[src/shared/mode_vec_pkg.sv]
package mode_vec_pkg;

    // ==========================================================
    // Widths
    localparam int unsigned ADDR_W = 8;
    localparam int unsigned DATA_W = 32;
    localparam int unsigned NSRC   = 23;
    localparam int unsigned NGRP   = 7;
    localparam int unsigned PORT_W = 24;
    localparam int unsigned VNUM_W = 7;
    localparam int unsigned CNT_W  = 3;

    // ==========================================================
    // Register offsets (byte addresses)
    localparam logic [7:0] OFS_MODE_CTRL = 8'h00;
    localparam logic [7:0] OFS_SYS_CTRL  = 8'h04;
    localparam logic [7:0] OFS_DDR       = 8'h08;
    localparam logic [7:0] OFS_IRQ_STAT  = 8'h0c;
    localparam logic [7:0] OFS_IRQ_MASK  = 8'h10;
    localparam logic [7:0] OFS_PRIO_CTRL = 8'h14;
    localparam logic [7:0] OFS_VECTOR    = 8'h18;

    // Field positions
    localparam int unsigned EXTERNAL_EXPANSION_ENABLE_BIT = 0;
    localparam int unsigned IOS_BIT  = 1;
    localparam int unsigned ONCHIP_RAM_ENABLE_BIT = 0;

    // Values after reset
    localparam logic RST_EXTERNAL_EXPANSION_ENABLE = 1'b0;
    localparam logic RST_IOS  = 1'b0;
    localparam logic RST_ONCHIP_RAM_ENABLE = 1'b1;

    // ==========================================================
    // Timing: mode pins settle through the synchroniser
    localparam int unsigned CLK_PERIOD_NS  = 100;
    localparam int unsigned SAMPLE_TIME_NS = 400;
    localparam logic [CNT_W-1:0] SAMPLE_CYC = CNT_W'(
        (SAMPLE_TIME_NS + CLK_PERIOD_NS - 1) / CLK_PERIOD_NS);

    // ==========================================================
    // Types
    typedef enum logic [1:0] {
        MODE_NONE,
        MODE_1,
        MODE_2,
        MODE_3
    } mode_t;

    typedef enum logic {
        ST_SAMPLE,
        ST_RUN
    } fsm_t;

    // ==========================================================
    // Source index to vector number
    function automatic logic [6:0] src_vec(input int unsigned i);
        case (i)
            0, 1, 2:         src_vec = 7'(64 + i); // RQ11
            3, 4:            src_vec = 7'(73 + i); // RQ13
            20, 21, 22:      src_vec = 7'(76 + i); // RQ15
            default:         src_vec = 7'(75 + i); // RQ12 RQ14
        endcase
    endfunction : src_vec

    // Source index to priority-control group
    function automatic int unsigned src_grp(input int unsigned i);
        if (i < 3)
            src_grp = 0;
        else if (i < 5 || i > 19)
            src_grp = 1;
        else if (i < 17)
            src_grp = 2 + (i - 5) / 4;
        else if (i < 19)
            src_grp = 5;
        else
            src_grp = 6;
    endfunction : src_grp

    // Vector table address from vector number
    function automatic logic [23:0] vec_addr(input logic [6:0] n,
                                             input logic       adv);
        vec_addr = adv ? {15'h0000, n, 2'b00} : {16'h0000, n, 1'b0};
    endfunction : vec_addr

endpackage : mode_vec_pkg

[src/logic/pin_sync3.sv]
`timescale 1ns/100ps

module pin_sync3 #(
    parameter int unsigned W = 1
) (
    input  wire logic         clk_sys_i,
    input  wire logic         arst_n_i,
    input  wire logic [W-1:0] pin_i,
    output logic      [W-1:0] pin_o
);

    typedef struct packed {
        logic [W-1:0] s1;
        logic [W-1:0] s2;
        logic [W-1:0] s3;
        logic [W-1:0] q;
    } sync_t;

    sync_t s_reg;
    sync_t s_next;

    // ==========================================================
    // A change counts only once stages two and three agree
    always_comb begin
        s_next    = s_reg;
        s_next.s1 = pin_i;
        s_next.s2 = s_reg.s1;
        s_next.s3 = s_reg.s2;
        if (s_reg.s2 == s_reg.s3) begin
            s_next.q = s_reg.s3;
        end
    end

    always_ff @(posedge clk_sys_i or negedge arst_n_i) begin
        if (!arst_n_i) begin
            s_reg <= '0;
        end else begin
            s_reg <= s_next;
        end
    end

    assign pin_o = s_reg.q;

endmodule : pin_sync3

[src/logic/vec_pick.sv]
`timescale 1ns/100ps

module vec_pick (
    input  wire logic [mode_vec_pkg::NSRC-1:0] pend_i,
    input  wire logic [mode_vec_pkg::NGRP-1:0] prio_i,
    output logic                               found_o,
    output logic [mode_vec_pkg::VNUM_W-1:0]    vnum_o
);
    import mode_vec_pkg::*;

    logic [NSRC-1:0] hi;
    logic [NSRC-1:0] use_set;

    // ==========================================================
    // Sources whose group has its priority-control bit set
    for (genvar g = 0; g < NSRC; g++) begin : g_hi
        assign hi[g] = pend_i[g] & prio_i[src_grp(g)]; // RQ11 RQ12
    end

    // Raised groups beat default ones; then lowest vector wins
    always_comb begin
        use_set = (|hi) ? hi : pend_i;
        found_o = |pend_i;
        vnum_o  = '0;
        for (int i = NSRC - 1; i >= 0; i--) begin
            if (use_set[i]) begin
                vnum_o = src_vec(i); // RQ11
            end
        end
    end

endmodule : vec_pick

[src/logic/mode_vector_ctrl.sv]
`timescale 1ns/100ps

// Function
// RQ1 - Mode pins pick modes one to three
// RQ2 - Mode one: normal 64k, ROM disabled
// RQ3 - Mode one: ports carry address, data, control
// RQ4 - Mode two: advanced 16M, ROM enabled
// RQ5 - Modes two/three start single-chip until enabled
// RQ6 - Expanded address pins follow direction bits
// RQ7 - Reduced pins: mode two needs strobe function
// RQ8 - Mode three: normal, ROM limited 56k
// RQ9 - RAM disabled sends its range external
// RQ10 - Vector address: two or four bytes
// RQ11 - Timer zero vectors 64 to 66
// RQ12 - Serial channels at 80, 84, 88
// RQ13 - Host input full at 76, 77
// RQ14 - Two-wire sources at 92, 93, 94
// RQ15 - Keyboard at 96 to 98, reserved unused
// RQ16 - Mode sampled at reset, then held
module mode_vector_ctrl (
    input  wire logic                              clk_sys_i,
    input  wire logic                              arst_n_i,
    input  wire logic                              mode_select_pin_hi_i,
    input  wire logic                              mode_select_pin_lo_i,
    input  wire logic                              reduced_variant_i,
    input  wire logic [mode_vec_pkg::ADDR_W-1:0]   reg_addr_i,
    input  wire logic [mode_vec_pkg::DATA_W-1:0]   reg_wdata_i,
    input  wire logic                              reg_wr_i,
    input  wire logic                              reg_rd_i,
    output logic      [mode_vec_pkg::DATA_W-1:0]   reg_rdata_o,
    input  wire logic [mode_vec_pkg::NSRC-1:0]     irq_src_i,
    output logic                                   mode_valid_o,
    output logic      [1:0]                        mode_code_o,
    output logic                                   cpu_advanced_o,
    output logic                                   rom_enable_o,
    output logic                                   rom_limit_56k_o,
    output logic                                   ext_expanded_o,
    output logic      [mode_vec_pkg::PORT_W-1:0]   addr_oe_o,
    output logic                                   data_bus_en_o,
    output logic                                   data_bus_hi_en_o,
    output logic                                   bus_ctrl_en_o,
    output logic                                   ext_addr_ok_o,
    output logic                                   ram_external_o,
    output logic                                   vector_valid_o,
    output logic      [mode_vec_pkg::VNUM_W-1:0]   vector_num_o,
    output logic      [23:0]                       vector_addr_o,
    output logic                                   irq_o
);
    import mode_vec_pkg::*;

    // ==========================================================
    // State
    typedef struct packed {
        fsm_t              fsm;
        logic [CNT_W-1:0]  cnt;
        mode_t             mode;
        logic              reduced;
        logic              external_expansion_enable;
        logic              ios;
        logic              onchip_ram_enable;
        logic [PORT_W-1:0] ddr;
        logic [NSRC-1:0]   stat;
        logic [NSRC-1:0]   mask;
        logic [NGRP-1:0]   prio;
        logic [DATA_W-1:0] rdata;
        logic              vvalid;
        logic [VNUM_W-1:0] vnum;
        logic [23:0]       vaddr;
    } state_t;

    state_t s_reg;
    state_t s_next;

    logic [1:0]        pins_q;
    logic              reduced_q;
    logic [NSRC-1:0]   pend;
    logic              pick_found;
    logic [VNUM_W-1:0] pick_vnum;
    logic              adv;
    logic              wr_mode;
    logic              wr_sys;

    // ==========================================================
    // Pin synchronisers: straps come from outside the clock
    pin_sync3 #(
        .W (3)
    ) u_sync (
        .clk_sys_i (clk_sys_i),
        .arst_n_i  (arst_n_i),
        .pin_i     ({mode_select_pin_hi_i, mode_select_pin_lo_i,
                     reduced_variant_i}),
        .pin_o     ({pins_q, reduced_q})
    );

    // ==========================================================
    // Interrupt vector selection
    assign pend = s_reg.stat & s_reg.mask;

    vec_pick u_pick (
        .pend_i  (pend),
        .prio_i  (s_reg.prio),
        .found_o (pick_found),
        .vnum_o  (pick_vnum)
    );

    assign adv     = (s_reg.mode == MODE_2);
    assign wr_mode = reg_wr_i && (reg_addr_i == OFS_MODE_CTRL);
    assign wr_sys  = reg_wr_i && (reg_addr_i == OFS_SYS_CTRL);

    // ==========================================================
    // Next state
    always_comb begin
        s_next = s_reg;

        // Mode latched once after reset, never while running
        case (s_reg.fsm)
            ST_SAMPLE: begin
                if (s_reg.cnt == SAMPLE_CYC) begin
                    s_next.fsm     = ST_RUN;
                    s_next.mode    = mode_t'(pins_q); // RQ1 RQ16
                    s_next.reduced = reduced_q;
                end else begin
                    s_next.cnt = s_reg.cnt + CNT_W'(1);
                end
            end
            ST_RUN: begin
                s_next.fsm = ST_RUN; // RQ16
            end
            default: begin
                s_next.fsm = ST_SAMPLE;
            end
        endcase

        // Register writes
        if (wr_mode) begin
            s_next.external_expansion_enable = reg_wdata_i[EXTERNAL_EXPANSION_ENABLE_BIT]; // RQ5
            s_next.ios  = reg_wdata_i[IOS_BIT];
        end
        if (wr_sys) begin
            s_next.onchip_ram_enable = reg_wdata_i[ONCHIP_RAM_ENABLE_BIT]; // RQ9
        end
        if (reg_wr_i && reg_addr_i == OFS_DDR) begin
            s_next.ddr = reg_wdata_i[PORT_W-1:0];
        end
        if (reg_wr_i && reg_addr_i == OFS_IRQ_MASK) begin
            s_next.mask = reg_wdata_i[NSRC-1:0];
        end
        if (reg_wr_i && reg_addr_i == OFS_PRIO_CTRL) begin
            s_next.prio = reg_wdata_i[NGRP-1:0];
        end

        // Sticky status: a new event beats a same-cycle clear
        s_next.stat = s_reg.stat | irq_src_i;
        if (reg_wr_i && reg_addr_i == OFS_IRQ_STAT) begin
            s_next.stat = (s_reg.stat & ~reg_wdata_i[NSRC-1:0])
                        | irq_src_i;
        end

        // Read data stands for one cycle only
        s_next.rdata = '0;
        if (reg_rd_i) begin
            case (reg_addr_i)
                OFS_MODE_CTRL: s_next.rdata = DATA_W'({s_reg.mode,
                                   s_reg.reduced, s_reg.ios,
                                   s_reg.external_expansion_enable});
                OFS_SYS_CTRL:  s_next.rdata = DATA_W'(s_reg.onchip_ram_enable);
                OFS_DDR:       s_next.rdata = DATA_W'(s_reg.ddr);
                OFS_IRQ_STAT:  s_next.rdata = DATA_W'(s_reg.stat);
                OFS_IRQ_MASK:  s_next.rdata = DATA_W'(s_reg.mask);
                OFS_PRIO_CTRL: s_next.rdata = DATA_W'(s_reg.prio);
                OFS_VECTOR:    s_next.rdata = {s_reg.vvalid,
                                   s_reg.vnum, s_reg.vaddr};
                default:       s_next.rdata = '0;
            endcase
        end

        // Vector number and table address of the winner
        s_next.vvalid = pick_found;
        s_next.vnum   = pick_vnum;
        s_next.vaddr  = vec_addr(pick_vnum, adv); // RQ10
    end

    // ==========================================================
    // State register
    always_ff @(posedge clk_sys_i or negedge arst_n_i) begin
        if (!arst_n_i) begin
            s_reg      <= '0;
            s_reg.fsm  <= ST_SAMPLE;
            s_reg.mode <= MODE_NONE;
            s_reg.external_expansion_enable <= RST_EXTERNAL_EXPANSION_ENABLE;
            s_reg.ios  <= RST_IOS;
            s_reg.onchip_ram_enable <= RST_ONCHIP_RAM_ENABLE;
        end else begin
            s_reg <= s_next;
        end
    end

    // ==========================================================
    // Mode decode to CPU, memory and port configuration
    always_comb begin
        mode_valid_o     = (s_reg.mode != MODE_NONE);
        mode_code_o      = 2'(s_reg.mode);
        cpu_advanced_o   = adv; // RQ4
        rom_enable_o     = (s_reg.mode == MODE_2)
                        || (s_reg.mode == MODE_3); // RQ2 RQ4 RQ8
        rom_limit_56k_o  = (s_reg.mode == MODE_3); // RQ8
        ext_expanded_o   = (s_reg.mode == MODE_1)
                        || (rom_enable_o && s_reg.external_expansion_enable); // RQ5
        addr_oe_o        = '0;
        case (s_reg.mode)
            MODE_1: begin
                addr_oe_o[15:0] = 16'hffff; // RQ3
            end
            MODE_2, MODE_3: begin
                if (s_reg.external_expansion_enable) begin
                    addr_oe_o[15:0] = s_reg.ddr[15:0]; // RQ6
                end
                // Upper port exists only on the full-pin part
                if (s_reg.external_expansion_enable && adv && !s_reg.reduced) begin
                    addr_oe_o[23:16] = s_reg.ddr[23:16]; // RQ7
                end
            end
            default: begin
                addr_oe_o = '0;
            end
        endcase
        data_bus_en_o    = ext_expanded_o; // RQ3 RQ6
        data_bus_hi_en_o = ext_expanded_o && !s_reg.reduced;
        bus_ctrl_en_o    = ext_expanded_o;
        // Sixteen address lines cannot reach a 16M space alone
        ext_addr_ok_o    = ext_expanded_o
                        && !(adv && s_reg.reduced && !s_reg.ios); // RQ7
        ram_external_o   = !s_reg.onchip_ram_enable; // RQ9
    end

    // ==========================================================
    // Register-driven outputs
    assign reg_rdata_o    = s_reg.rdata;
    assign vector_valid_o = s_reg.vvalid;
    assign vector_num_o   = s_reg.vnum;
    assign vector_addr_o  = s_reg.vaddr;
    assign irq_o          = |pend;
endmodule : mode_vector_ctrl

[config.mk]
export PLATFORM = sky130hd
export DESIGN_NAME = mode_vector_ctrl
export DESIGN_NICKNAME = d
export VERILOG_FILES = /design/src/shared/mode_vec_pkg.sv /design/src/logic/pin_sync3.sv /design/src/logic/vec_pick.sv /design/src/logic/mode_vector_ctrl.sv
export SDC_FILE = /design/constraint.sdc
export NUM_CORES = 1
export LEC_CHECK = 0
export BUFFER_PORTS_ARGS = -buffer_cell sky130_fd_sc_hd__buf_2
export CORE_MARGIN = 3
export CORE_UTILIZATION = 39
export CTS_BUF_LIST = sky130_fd_sc_hd__clkbuf_2
export DETAILED_ROUTE_END_ITERATION = 10
export PLACE_DENSITY = 0.61
export SYNTH_ARGS = -nofsm -noshare
export SYNTH_HDL_FRONTEND = slang
export SYNTH_HIERARCHICAL = 1
export SYNTH_SLANG_ARGS = --single-unit
[constraint.sdc]
create_clock -name clk_sys_i -period 3.3 [get_ports clk_sys_i]
set_clock_uncertainty 0.15 [all_clocks]
set_input_delay 0.165 -clock clk_sys_i [delete_from_list [all_inputs] [get_ports clk_sys_i]]
set_output_delay 0.165 -clock clk_sys_i [all_outputs]
set_load 0.01 [all_outputs]
### After elaboration in Yosys (flattened, before gate mapping)

Cells that the tools add are included.

| storage, ports and cells | value |
|---|---|
| flip-flop bits (word level) | 148 |
| bits of input ports | 70 |
| output and inout bits | 101 |
| logic and storage cells | 121 |

| operators by class | value |
|---|---|
| add/sub/neg operators | 1 |
| equal/unequal tests | 11 |
| multiplexer cells | 34 |
| bitwise logic cells | 30 |
| reduce and logical (&&, ||, !) cells | 26 |

Operator list:

| cell | count |
|---|---|
| 32-bit case mux with 7 select lines | 1 |
| 7-bit two-way mux | 23 |
| 23-bit AND | 2 |
| 23-bit two-way mux | 2 |
| 23-bit bitwise OR | 2 |
| 23-bit OR reduction | 2 |
| 32-bit two-way mux | 1 |
| 16-bit case mux with 2 select lines | 1 |
| 8-bit by 5-bit == test with 1-bit output, second input constant | 3 |
| 1-bit AND | 23 |
| 23-bit NOT | 1 |
| 8-bit by 4-bit == test with 1-bit output, second input constant | 2 |
| 16-bit two-way mux | 1 |
| 8-bit two-way mux | 2 |
| 1-bit logical AND | 13 |
| 9-bit two-way mux | 1 |
| 8-bit by 3-bit == test with 1-bit output, second input constant | 1 |
| 8-bit zero test | 1 |
| 2-bit == test, second input constant | 2 |
| 1-bit zero test | 4 |
| 2-bit AND reduction | 2 |
| 3-bit by 1-bit adder with 3-bit output, second input constant | 1 |
| 3-bit == test | 1 |
| 3-bit == test, second input constant | 1 |
| 7 further kinds | 9 |

### Logic depth before layout (Yosys ltp)

Gate-level depths: netlist of run 1.

| logic depth | value |
|---|---|
| depth after elaboration | 28 |
| mapped depth | 9 |
| depth with buffers taken out | 8 |

### Modules after synthesis

Netlist of run 1, hierarchy kept.

Modules (own cells, without submodules):

| module | instances | cells each | area an instance (sq um) | sequential area each (sq um) |
|---|---|---|---|---|
| mode_vector_ctrl | 1 | 562 | 6,443.7 | 3,379.5 |
| vec_pick | 1 | 111 | 767.0 | 0.0 |
| pin_sync3 | 1 | 25 | 402.9 | 300.3 |

### Worst setup path before layout of run 1

Ideal clock, no wire load.

| timing | value |
|---|---|
| kind | reg-to-reg |
| start | register s_reg[103] (netlist bit) |
| end | register s_reg, in the netlist vector_addr_o[2] |
| library setup time | 125 ps |
| arrival time | 2,498 ps |
| data required time | 3,025 ps |
| path slack | 528 ps |
| stages on the path, launching flop included | 9 |
| buffers on the path | 0 |
| period minus slack after synthesis | 2,772 ps |
| cells stage by stage | dfrtp_1 -> and2_1 -> or4_4 -> a22oi_2 -> a31oi_1 -> or2_2 -> a221oi_1 -> a31oi_1 -> mux2_2 |

RTL lines:

| what | line | source |
|---|---|---|
| start: declaration | mode_vector_ctrl.sv:71 | `state_t s_reg;` |
| start signal: assignment | mode_vector_ctrl.sv:194 | `s_reg <= s_next;` |

==> results.py, run 1 <==
metrics = {
    "outcome": {
        "run_status": "finished, final reports clean",
    },
    "setup_path": {
        "critical_path.cell_chain": "and2_1, or4_4, a22oi_2, a31oi_1, or2_2, a221oi_2, a31oi_2, mux2_2",
        "reg2reg_depth": 8,
        "worst_path_dominant_cell_family": "simple AND/OR/NAND/NOR gates",
        "timing.critical_path.slowest_stage_cell": "or4_4",
        "maximum_single_stage_delay_on_the_critical_path_ns": 0.59,
        "timing.critical_path.buf_inv": 0,
        "timing.rr.start": "s_reg[103]",
        "arrival_ns": 3.67,
        "critical_path_required_ns": 3.79,
        "endpoint_kind": "flop",
        "reg2reg_to": "vector_addr_o[2]",
        "critPathLaunchType": "flop",
        "timing.critical_path.to": "vector_addr_o[2]",
        "timing.reg2reg.setup_slack_ns": 0.12,
        "timing.critical_path.depth": 8,
        "critical_path_peak_fanout": 5,
        "timing_worst_setup_path_type": "reg -> reg",
        "setup.worst_path.start": "s_reg[103]",
    },
    "power_and_ir_drop": {
        "power_leakage_nw": 4.52,
        "powerDensity_nw_per_um2": 393,
        "peakVddDrop_mv": 0.219,
    },
    "grt": {
        "grt_pass1_vias": 6356,
        "globalRouteMet1Util_pct": 28.6,
        "initial_antenna_violation_count": 1,
        "busiest_layer": "met2",
        "groute.usage.overall_pct": 21.0,
        "grt_remaining_overflow": 0,
        "grt_max_degree": 63,
        "grt.met2_usage_pct": 34.7,
        "grt_pass1_wl_um": 35300,
        "global_route.usage.met3_pct": 4.02,
    },
    "floorplanning": {
        "row_count": 50,
        "io_pins": 171,
        "dieArea_um2": 21200,
        "die_height_um": 146,
        "core-area_um2": 19000,
        "dieWidth_um": 146,
        "initial_utilization_pct": 40.2,
    },
    "yosys": {
        "ys_async_sr_fraction_pct": 100,
        "synth-warning-count": 6,
        "syn-cell-area_um2": 7610,
        "most_instantiated_cells_after_synthesis": "dfrtp_1 (146), buf_4 (72), mux2_2 (63), nor2_1 (63), and2_1 (45)",
        "post_synthesis_adder_cell_area_fraction_pct": 0.329,
        "syn_inst": 698,
        "sequential_share_of_the_synthesized_area_pct": 48.3,
        "synth_top_family_by_area": "simple AND/OR/NAND/NOR gates",
        "synthFlopType": "dfrtp_1",
        "yosys.cell_count.top_type": "dfrtp_1",
        "synth.distinct_cells": 75,
        "synth_top_cell_area_share_pct": 48.0,
        "synth_edf_count": 0,
        "avgSynthCellArea_um2": 10.9,
        "synth.area.top_cells": "dfrtp_1 (48%), mux2_2 (9.3%), buf_4 (7.1%), and2_1 (3.7%), nor2_1 (3.1%)",
        "synth_mux_area_share_pct": 11.8,
        "synth-xor-area-share_pct": 0.575,
        "yosys.area_share.simple_pct": 16.2,
        "synth_compound_gate_area_share_pct": 13.2,
        "synth_area_leader_cell": "dfrtp_1",
        "ys_seq_elements": 147,
    },
    "sta": {
        "rsz_0062_raised_after_global_routing": "false",
        "slew_viol_final": 0,
        "slew_headroom_pct": 46.7,
        "timing.final.crit_period_ns": 3.18,
        "worstMarginPinSlew_ns": 0.799,
        "final-setup-viol-count": 0,
        "tcrit_tclk_final_pct": 96.3,
        "final.setup.tns_ns": 0,
        "fmaxAchievable_ghz": 0.315,
        "hold_viol_final": 0,
    },
    "placement": {
        "finalWeightedCongestion": 0.898,
        "post-dp-hpwl_um": 15000,
        "place_area_um2": 8220,
        "port_buffers": 146,
    },
    "detailed_routing": {
        "drt_first_iter_violations": 482,
        "postRouteAntennaNets": 0,
        "finalWirelength_um": 22300,
        "drc": 0,
        "vias_per_cell": 5.25,
        "detail_route.wl_per_cell_um": 18.6,
        "drt-pass1-iter-count": 6,
        "routed-via-count": 6305,
    },
    "finish": {
        "area_delta_synth_final_pct": 28.8,
        "post-route-cell-area_um2": 9800,
        "max_reg_flops": 85,
        "layout-drive-gt1-share_pct": 31.7,
        "num-fill-cells": 1694,
        "post-route-util_pct": 51.7,
        "final_nets": 1001,
    },
    "cts": {
        "clock_tree_from_tritoncts": "done",
        "postCtsSetupBuffers": 0,
        "clock-sinks": 147,
        "cts-htree-levels": 4,
        "clock_latency_at_the_later_pin_of_the_worst_skew_pair_ns": 0.73,
        "clockRootBuffer": "clkbuf_2",
        "tritoncts_buffer_count": 17,
        "cts_buffer_depth": 2,
        "clk_pin_slew_ns": 0.25,
    },
    "worst_hold_path": {
        "worstHoldPathType": "in -> reg",
    },
    "run": {
        "maxCapViolations": 0,
    },
}
logic make-up after synthesis:
family                     after synthesis
DFF                                    147
muxes                                   77
xor gates and xnor gates                 5
and+or+nand+nor                        225
AOI/OAI and AO/OA                      127
adders and majority gates                2
other                                    1
buffers and inverters                  114
how the worst min path moves through the flow:
stage	start	endpoint	slack, ns	cells after the start
after floorplan	arst_n_i	mode_code_o[0]	-0.28	0
final	reg_wdata_i[16]	s_reg[133]	0.08	3
after CTS	reg_wdata_i[19]	s_reg[136]	0.006	3
after detailed placement	arst_n_i	reg_rdata_o[23]	0.06	1
after global placement	arst_n_i	reg_rdata_o[31]	0.05	1
after global routing	reg_wdata_i[15]	s_reg[86]	0.005	3
area by class of cell:
| class | instances | area [µm²] | share of cell area (%) |
|---|---|---|---|
| Clock buffer | 18 | 90.1 | 0.919 |
| Tap cell | 260 | 325 | 3.32 |
| Timing Repair Buffer | 296 | 2220 | 22.6 |
| Sequential cell | 147 | 3680 | 37.5 |
| Inverter | 15 | 56.3 | 0.574 |
| Clock inverter | 13 | 150 | 1.53 |
| Antenna cell | 1 | 2.50 | 0.0255 |
| Multi-Input combinational cell | 452 | 3280 | 33.5 |
where the power goes:
| part | total, mW | internal, mW | switching, mW |
|---|---|---|---|
| sequential | 2.00 | 1.92 | 0.0868 |
| clock | 1.08 | 0.359 | 0.720 |
| combinational | 0.773 | 0.371 | 0.402 |
| total | 3.86 | 2.65 | 1.21 |
worst register-to-register path, cell delays in order, from the launching register on:
cell	delay [ns]
dfrtp_1	0.47
and2_1	0.22
or4_4	0.59
a22oi_2	0.32
a31oi_1	0.22
or2_2	0.34
a221oi_2	0.33
a31oi_2	0.17
mux2_2	0.29
cell usage in the layout, fill, tap and decap left out, types with 3 or more instances in the layout:
| master | n |
|---|---|
| a21o_1 | 25 |
| a32oi_1 | 3 |
| o21a_1 | 3 |
| nand3_1 | 10 |
| nand4_1 | 5 |
| dlygate4sd3_1 | 129 |
| nand4bb_1 | 3 |
| mux2i_1 | 6 |
| mux2_4 | 7 |
| nand2_1 | 40 |
| inv_1 | 15 |
| and2_1 | 45 |
| conb_1 | 16 |
| dfrtp_1 | 146 |
| inv_6 | 3 |
| mux2_2 | 63 |
| buf_2 | 145 |
| or4_1 | 4 |
| a21oi_1 | 11 |
| a222oi_1 | 16 |
| or3_1 | 8 |
| a22oi_1 | 8 |
| nor3_1 | 7 |
| a31oi_1 | 6 |
| nand3b_1 | 3 |
| xnor2_1 | 5 |
| buf_4 | 19 |
| nor4_1 | 3 |
| o22ai_1 | 4 |
| o21ai_0 | 15 |
| nor2b_1 | 8 |
| clkinv_4 | 3 |
| or2_2 | 9 |
| clkinvlp_4 | 3 |
| clkbuf_2 | 18 |
| nor2_1 | 63 |
| a22o_1 | 4 |
per-stage QoR:
stage	power [mW]	hold slack (ns)	std cells	worst slack, ns
after floorplan	2.49	-0.281	713	0.528
after global placement	2.70	0.0538	1040	0.213
after detailed placement	2.70	0.0581	1040	0.130
after CTS	3.88	0.00607	1201	0.0828
after global routing	4.05	0.00524	1202	0.0170
final	3.86	0.0802	1202	0.122
what timing repair did:
item | 4_1_cts | 5_1_grt
gates resized for setup | 0 | 3
hold endpoints to repair | 261 | 0
setup endpoints to repair | 0 | 2
hold buffers | 130 | 0
routing by layer:
layer,up-vias,part of all wire [%],routed length [µm]
met5,-,0,0
met4,0,1.8,392
met3,35,5.8,1300
met2,254,49,10800
met1,3128,44,9790
li1,2888,-,-
(Power assumes the default switching activity.)
==> run 2: changes to the inputs <==
--- a/config.mk
+++ b/config.mk
@@ -5,12 +5,12 @@
 export SDC_FILE = /design/constraint.sdc
 export NUM_CORES = 1
 export LEC_CHECK = 0
-export BUFFER_PORTS_ARGS = -buffer_cell sky130_fd_sc_hd__buf_2
 export CORE_MARGIN = 3
 export CORE_UTILIZATION = 39
 export CTS_BUF_LIST = sky130_fd_sc_hd__clkbuf_2
 export DETAILED_ROUTE_END_ITERATION = 10
-export PLACE_DENSITY = 0.61
+export DONT_BUFFER_PORTS = 1
+export PLACE_DENSITY = 0.53
 export SYNTH_ARGS = -nofsm -noshare
 export SYNTH_HDL_FRONTEND = slang
 export SYNTH_HIERARCHICAL = 1
==> run 2 against run 1 <==
  * Clock power is 15% lower
  * Power is 7.2% lower
  * Cell count is 12% lower
  * Routed wire length is 3.0% lower
  * Highest routed layer unchanged
  * Die area stayed put
  * Maximum frequency is 2.0% lower
  * Sequential share of layout area is 3.3 points higher
  * Largest cell class unchanged
  * Design area is 8.0% lower
  * Sequential cell count stayed put
  * Utilization is 4.2 points lower
  * Critical path depth stayed put
  * First-iteration DRC count is 8.7% lower
==> results.py, run 2 (synthesized netlist as in run 1, its figures left out) <==
metrics = {
    "finish": {
        "final_nets": 855,
        "multi_input_area_um2": 3280,
        "post-route-util_pct": 47.6,
        "num-fill-cells": 1780,
        "layout-drive-gt1-share_pct": 18.7,
        "seqCellArea_um2": 3680,
        "max_reg_flops": 85,
        "area_delta_synth_final_pct": 18.4,
        "mostFrequentLayoutCell": "dfrtp_1",
        "most-common-layout-cells": "dfrtp_1 (146), dlygate4sd3_1 (130), nor2_1 (63), mux2_2 (63), and2_1 (45)",
        "post-route-cell-area_um2": 9020,
    },
    "grt": {
        "global_route.usage.met3_pct": 5.85,
        "grt_pass1_wl_um": 34000,
        "globalRouteMet1Util_pct": 27.4,
        "initial_antenna_violation_count": 1,
        "grt_pass1_vias": 5902,
        "groute.usage.overall_pct": 20.4,
        "grt_remaining_overflow": 0,
        "busiest_layer": "met2",
        "grt_max_degree": 148,
        "grt.met2_usage_pct": 32.4,
    },
    "sta": {
        "worstMarginPinSlew_ns": 0.925,
        "slew_headroom_pct": 38.4,
        "hold_viol_final": 0,
        "hold_slack_final_ns": 0.0524,
        "slew_viol_final": 0,
        "timing.final.crit_period_ns": 3.24,
        "final-setup-viol-count": 0,
        "final.setup.tns_ns": 0,
        "tcrit_tclk_final_pct": 98.3,
        "fin_ws_ns": 0.0556,
        "rsz_0062_raised_after_global_routing": "false",
        "fmaxAchievable_ghz": 0.308,
    },
    "setup_path": {
        "timing.critical_path.slowest_stage_cell": "or4_4",
        "timing.critical_path.to": "vector_addr_o[2]",
        "endpoint_kind": "flop",
        "reg2reg_depth": 8,
        "critical_path_peak_fanout": 5,
        "critical_path_required_ns": 3.81,
        "maximum_single_stage_delay_on_the_critical_path_ns": 0.60,
        "timing_worst_setup_path_type": "reg -> reg",
        "critical_path.cell_chain": "and2_1, or4_4, a22oi_2, a31oi_1, or2_2, a221oi_1, a31oi_2, mux2_2",
        "arrival_ns": 3.75,
        "critPathLaunchType": "flop",
        "setup.worst_path.start": "s_reg[103]",
        "reg2reg_to": "vector_addr_o[2]",
        "timing.reg2reg.setup_slack_ns": 0.06,
        "timing.rr.start": "s_reg[103]",
    },
    "floorplanning": {
        "row_count": 50,
        "initial_utilization_pct": 40.2,
        "dieWidth_um": 146,
        "dieArea_um2": 21200,
        "io_pins": 171,
        "die_height_um": 146,
        "core-area_um2": 19000,
    },
    "placement": {
        "pre_cts_slack_ns": 0.143,
        "place_area_um2": 7460,
        "post-dp-hpwl_um": 14700,
        "port_buffers": 0,
        "finalWeightedCongestion": 0.869,
    },
    "power_and_ir_drop": {
        "combinationalPowerShare_pct": 16.9,
        "switchingPower_mw": 1.17,
        "clock_power_share_pct": 25.6,
        "cellInternalPower_mw": 2.41,
        "power_leakage_nw": 3.83,
        "seq_power_share_pct": 57.5,
        "powerDensity_nw_per_um2": 397,
        "peakVddDrop_mv": 0.203,
        "swShare_pct": 32.7,
    },
    "detailed_routing": {
        "detail_route.wl_per_cell_um": 20.5,
        "drt_first_iter_violations": 440,
        "drc": 0,
        "postRouteAntennaNets": 0,
        "finalWirelength_um": 21700,
        "drt-pass1-iter-count": 8,
        "routed-via-count": 5711,
        "vias_per_cell": 5.40,
    },
    "worst_hold_path": {
        "worstHoldPathType": "in -> reg",
    },
    "cts": {
        "clk_pin_slew_ns": 0.27,
        "clock-sinks": 147,
        "clock_latency_at_the_later_pin_of_the_worst_skew_pair_ns": 0.77,
        "tritoncts_buffer_count": 17,
        "postCtsSetupBuffers": 0,
        "cts-htree-levels": 4,
        "cts_buffer_depth": 2,
        "clockRootBuffer": "clkbuf_2",
        "clock_tree_from_tritoncts": "done",
    },
    "outcome": {
        "run_status": "finished, final reports clean",
    },
    "run": {
        "maxCapViolations": 0,
    },
}
==> run 2: routing by layer <==
layer | vias up | part of all wire [%]
met5 | - | 0
met4 | 0 | 1.8
met3 | 26 | 6.8
met2 | 230 | 47
met1 | 2861 | 45
li1 | 2594 | -
==> run 2: worst min-delay path by stage <==
stage | slack [ns] | depth (start not counted) | end | start
final | 0.05 | 2 | s_reg[68] | reg_wdata_i[4]
after global routing | 0.003 | 2 | s_reg[120] | reg_wdata_i[3]
after CTS | -1.16 | 0 | s_reg[83] | arst_n_i
after floorplan | -0.28 | 0 | mode_code_o[0] | arst_n_i
after global placement | -0.28 | 0 | reg_rdata_o[30] | arst_n_i
after detailed placement | -0.28 | 0 | reg_rdata_o[30] | arst_n_i
==> run 2: worst max-delay path, delay by kind of cell (launching register included) <==
kind               cells  cell delay (ns)
and+or+nand+nor        3             1.13
AOI/OAI and AO/OA      4             1.08
muxes                  1             0.28
DFF                    1             0.48
==> run 2: power groups by stage <==
stage / sequential, mW / combinational, mW / clock [mW]
floorplan: 2.00 / 0.488 / 0
global placement: 2.09 / 0.442 / 0
detailed placement: 2.09 / 0.443 / 0
CTS: 2.06 / 0.560 / 0.950
global route: 2.08 / 0.660 / 1.03
finish: 2.06 / 0.606 / 0.915
==> run 2: cell type report <==
type	count	share of cell area, %
repair buffers	150	16.4
inverters	15	0.624
multi-input cells	452	36.3
diodes	2	0.0555
clock inverters	14	1.21
flip-flops and latches	147	40.8
well taps	260	3.61
clock buffers	18	0.999
==> run 2: through the flow <==
| step | instances | total power, mW |
|---|---|---|
| global placement | 892 | 2.53 |
| detailed placement | 892 | 2.54 |
| finish | 1058 | 3.58 |
| CTS | 1053 | 3.57 |
| floorplan | 713 | 2.49 |
| global route | 1058 | 3.76 |
==> run 2: what timing repair did <==
item                       in CTS  in global routing
hold endpoints to repair      262                147
gates resized for setup         0                  3
setup endpoints to repair       0                 15
hold buffers                  129                  3
==> run 3: changes to the inputs <==
--- a/config.mk
+++ b/config.mk
@@ -11,6 +11,7 @@
 export DETAILED_ROUTE_END_ITERATION = 10
 export DONT_BUFFER_PORTS = 1
 export PLACE_DENSITY = 0.53
+export REMOVE_ABC_BUFFERS = 1
 export SYNTH_ARGS = -nofsm -noshare
 export SYNTH_HDL_FRONTEND = slang
 export SYNTH_HIERARCHICAL = 1
==> run 3 against run 2 <==
  * Die area is the same
  * Sequential share of layout area shrank 0.81 points
  * Clock power is 3.9% higher
==> results.py, run 3 (synthesized netlist as in run 1, its figures left out) <==
metrics = {
    "cts": {
        "cts_buffer_depth": 2,
        "clockRootBuffer": "clkbuf_2",
        "clock-sinks": 147,
        "tritoncts_buffer_count": 17,
        "clock_latency_at_the_later_pin_of_the_worst_skew_pair_ns": 0.73,
        "clk_pin_slew_ns": 0.25,
        "clock_tree_from_tritoncts": "done",
        "cts-htree-levels": 4,
        "postCtsSetupBuffers": 0,
    },
    "detailed_routing": {
        "top_layer_used": "met4",
        "drt_first_iter_violations": 499,
        "finalWirelength_um": 22700,
        "vias_per_cell": 5.43,
        "routedLengthMet1_um": 9880,
        "wl_met2_um": 10800,
        "routed-wl-met3_um": 1480,
        "drc": 0,
        "postRouteAntennaNets": 0,
        "detail_route.wl_per_cell_um": 21.2,
        "drt-pass1-iter-count": 7,
        "routed-via-count": 5834,
    },
    "floorplanning": {
        "core-area_um2": 19000,
        "dieArea_um2": 21200,
        "dieWidth_um": 146,
        "row_count": 50,
        "initial_utilization_pct": 40.2,
        "io_pins": 171,
        "die_height_um": 146,
    },
    "setup_path": {
        "reg2reg_to": "vector_addr_o[2]",
        "reg2reg_depth": 8,
        "timing.reg2reg.setup_slack_ns": 0.10,
        "timing.critical_path.to": "s_reg[135]",
        "critical_path_peak_fanout": 24,
        "endpoint_kind": "flop",
        "timing.critical_path.slowest_stage_cell": "dlygate4sd3_1",
        "arrival_ns": 3.76,
        "setup.worst_path.start": "reg_addr_i[2]",
        "cpMostUsedCell": "dlygate4sd3_1",
        "maximum_single_stage_delay_on_the_critical_path_ns": 1.13,
        "critPathLaunchType": "input pin",
        "critical_path.cell_chain": "dlygate4sd3_1, nor4b_2, dlygate4sd3_1, and2_1, buf_4, nand2_4, mux2_2, dlygate4sd3_1",
        "critical_path_required_ns": 3.79,
        "timing.rr.start": "s_reg[103]",
        "timing_worst_setup_path_type": "in -> reg",
    },
    "sta": {
        "hold_slack_final_ns": 0.103,
        "hold_viol_final": 0,
        "slew_headroom_pct": 39.0,
        "final-setup-viol-count": 0,
        "slew_viol_final": 0,
        "fmaxAchievable_ghz": 0.305,
        "timing.final.crit_period_ns": 3.27,
        "worstMarginPinSlew_ns": 0.912,
        "tcrit_tclk_final_pct": 99.2,
        "rsz_0062_raised_after_global_routing": "false",
        "final.setup.tns_ns": 0,
    },
    "power_and_ir_drop": {
        "peakVddDrop_mv": 0.164,
        "combinationalPowerShare_pct": 17.4,
        "switchingPower_mw": 1.21,
        "clock_power_share_pct": 26.1,
        "powerDensity_nw_per_um2": 396,
        "power_leakage_nw": 3.96,
        "swShare_pct": 33.2,
        "cellInternalPower_mw": 2.43,
        "seq_power_share_pct": 56.5,
    },
    "finish": {
        "mostFrequentLayoutCell": "dfrtp_1",
        "max_reg_flops": 85,
        "most-common-layout-cells": "dfrtp_1 (146), dlygate4sd3_1 (144), nor2_1 (63), mux2_2 (63), and2_1 (45)",
        "layout-drive-gt1-share_pct": 18.8,
        "area_delta_synth_final_pct": 20.8,
        "final_nets": 873,
    },
    "grt": {
        "grt_remaining_overflow": 0,
        "groute.usage.overall_pct": 21.2,
        "grt_pass1_wl_um": 34900,
        "grt_max_degree": 148,
        "grt_pass1_vias": 5911,
        "initial_antenna_violation_count": 1,
    },
    "worst_hold_path": {
        "worstHoldPathType": "in -> reg",
    },
    "placement": {
        "finalWeightedCongestion": 0.889,
        "port_buffers": 0,
        "post-dp-hpwl_um": 15100,
    },
    "outcome": {
        "run_status": "finished, final reports clean",
    },
    "run": {
        "maxCapViolations": 0,
    },
}
run 3: changes by cell type in the layout (fill, tap and decap cells not counted), sizes merged:
cell	before	now
inv	18	21
clkbuf	18	17
buf	19	22
diode	2	1
dlygate4sd3	130	144
dlymetal6s4s	1	2
clkinvlp	5	3
run 3: layout make-up:
| class | count | area [µm²] |
|---|---|---|
| Inverter | 15 | 56.3 |
| Clock inverter | 15 | 124 |
| Tap cell | 260 | 325 |
| Sequential cell | 147 | 3680 |
| Timing Repair Buffer | 168 | 1650 |
| Antenna cell | 1 | 2.50 |
| Clock buffer | 17 | 85.1 |
| Multi-Input combinational cell | 452 | 3280 |
| Fill cell | 1747 | 9760 |
run 3: what timing repair did:
item | in CTS | in global routing
hold buffers | 146 | 1
gates resized for setup | 0 | 4
setup endpoints to repair | 0 | 8
hold endpoints to repair | 262 | 1
run 3: worst min-delay path by stage:
stage / to / slack, ns / cells past startpoint / startpoint
floorplan: mode_code_o[0] / -0.28 / 0 / arst_n_i
global placement: reg_rdata_o[4] / -0.27 / 0 / arst_n_i
detailed placement: reg_rdata_o[4] / -0.28 / 0 / arst_n_i
CTS: s_reg[74] / 0.00001 / 2 / reg_wdata_i[3]
global route: s_reg[119] / 0.02 / 2 / reg_wdata_i[2]
finish: s_reg[74] / 0.10 / 2 / reg_wdata_i[3]
run 3: through the flow:
step	std cells	instance area [µm²]	util, %	power, mW	worst slack (ns)
detailed placement	895	7480	39.5	2.54	0.111
floorplan	614	7000	-	2.37	0.528
global placement	895	7480	39.5	2.54	0.149
CTS	1073	9170	48.4	3.68	0.0227
global route	1075	9200	48.5	3.85	0.0245
finish	1075	9200	48.5	3.64	0.0258
run 3: metal layers:
layer	vias to the layer above	track usage [%]
met4	0	7.69
met3	28	4.76
met5	-	0
li1	2619	-
met1	2964	28.5
met2	223	33.6
run 3: power groups by stage:
| stage | combinational (mW) | sequential [mW] | clock (mW) |
|---|---|---|---|
| finish | 0.634 | 2.05 | 0.951 |
| detailed placement | 0.453 | 2.09 | 0 |
| global placement | 0.451 | 2.08 | 0 |
| floorplan | 0.328 | 2.04 | 0 |
| CTS | 0.629 | 2.06 | 0.998 |
| global route | 0.693 | 2.07 | 1.08 |
run 3: critical path, delay by kind of cell:
kind,cells,cell delay [ns]
mux,1,0.39
simple gates,3,0.62
buf+inv,4,2.55
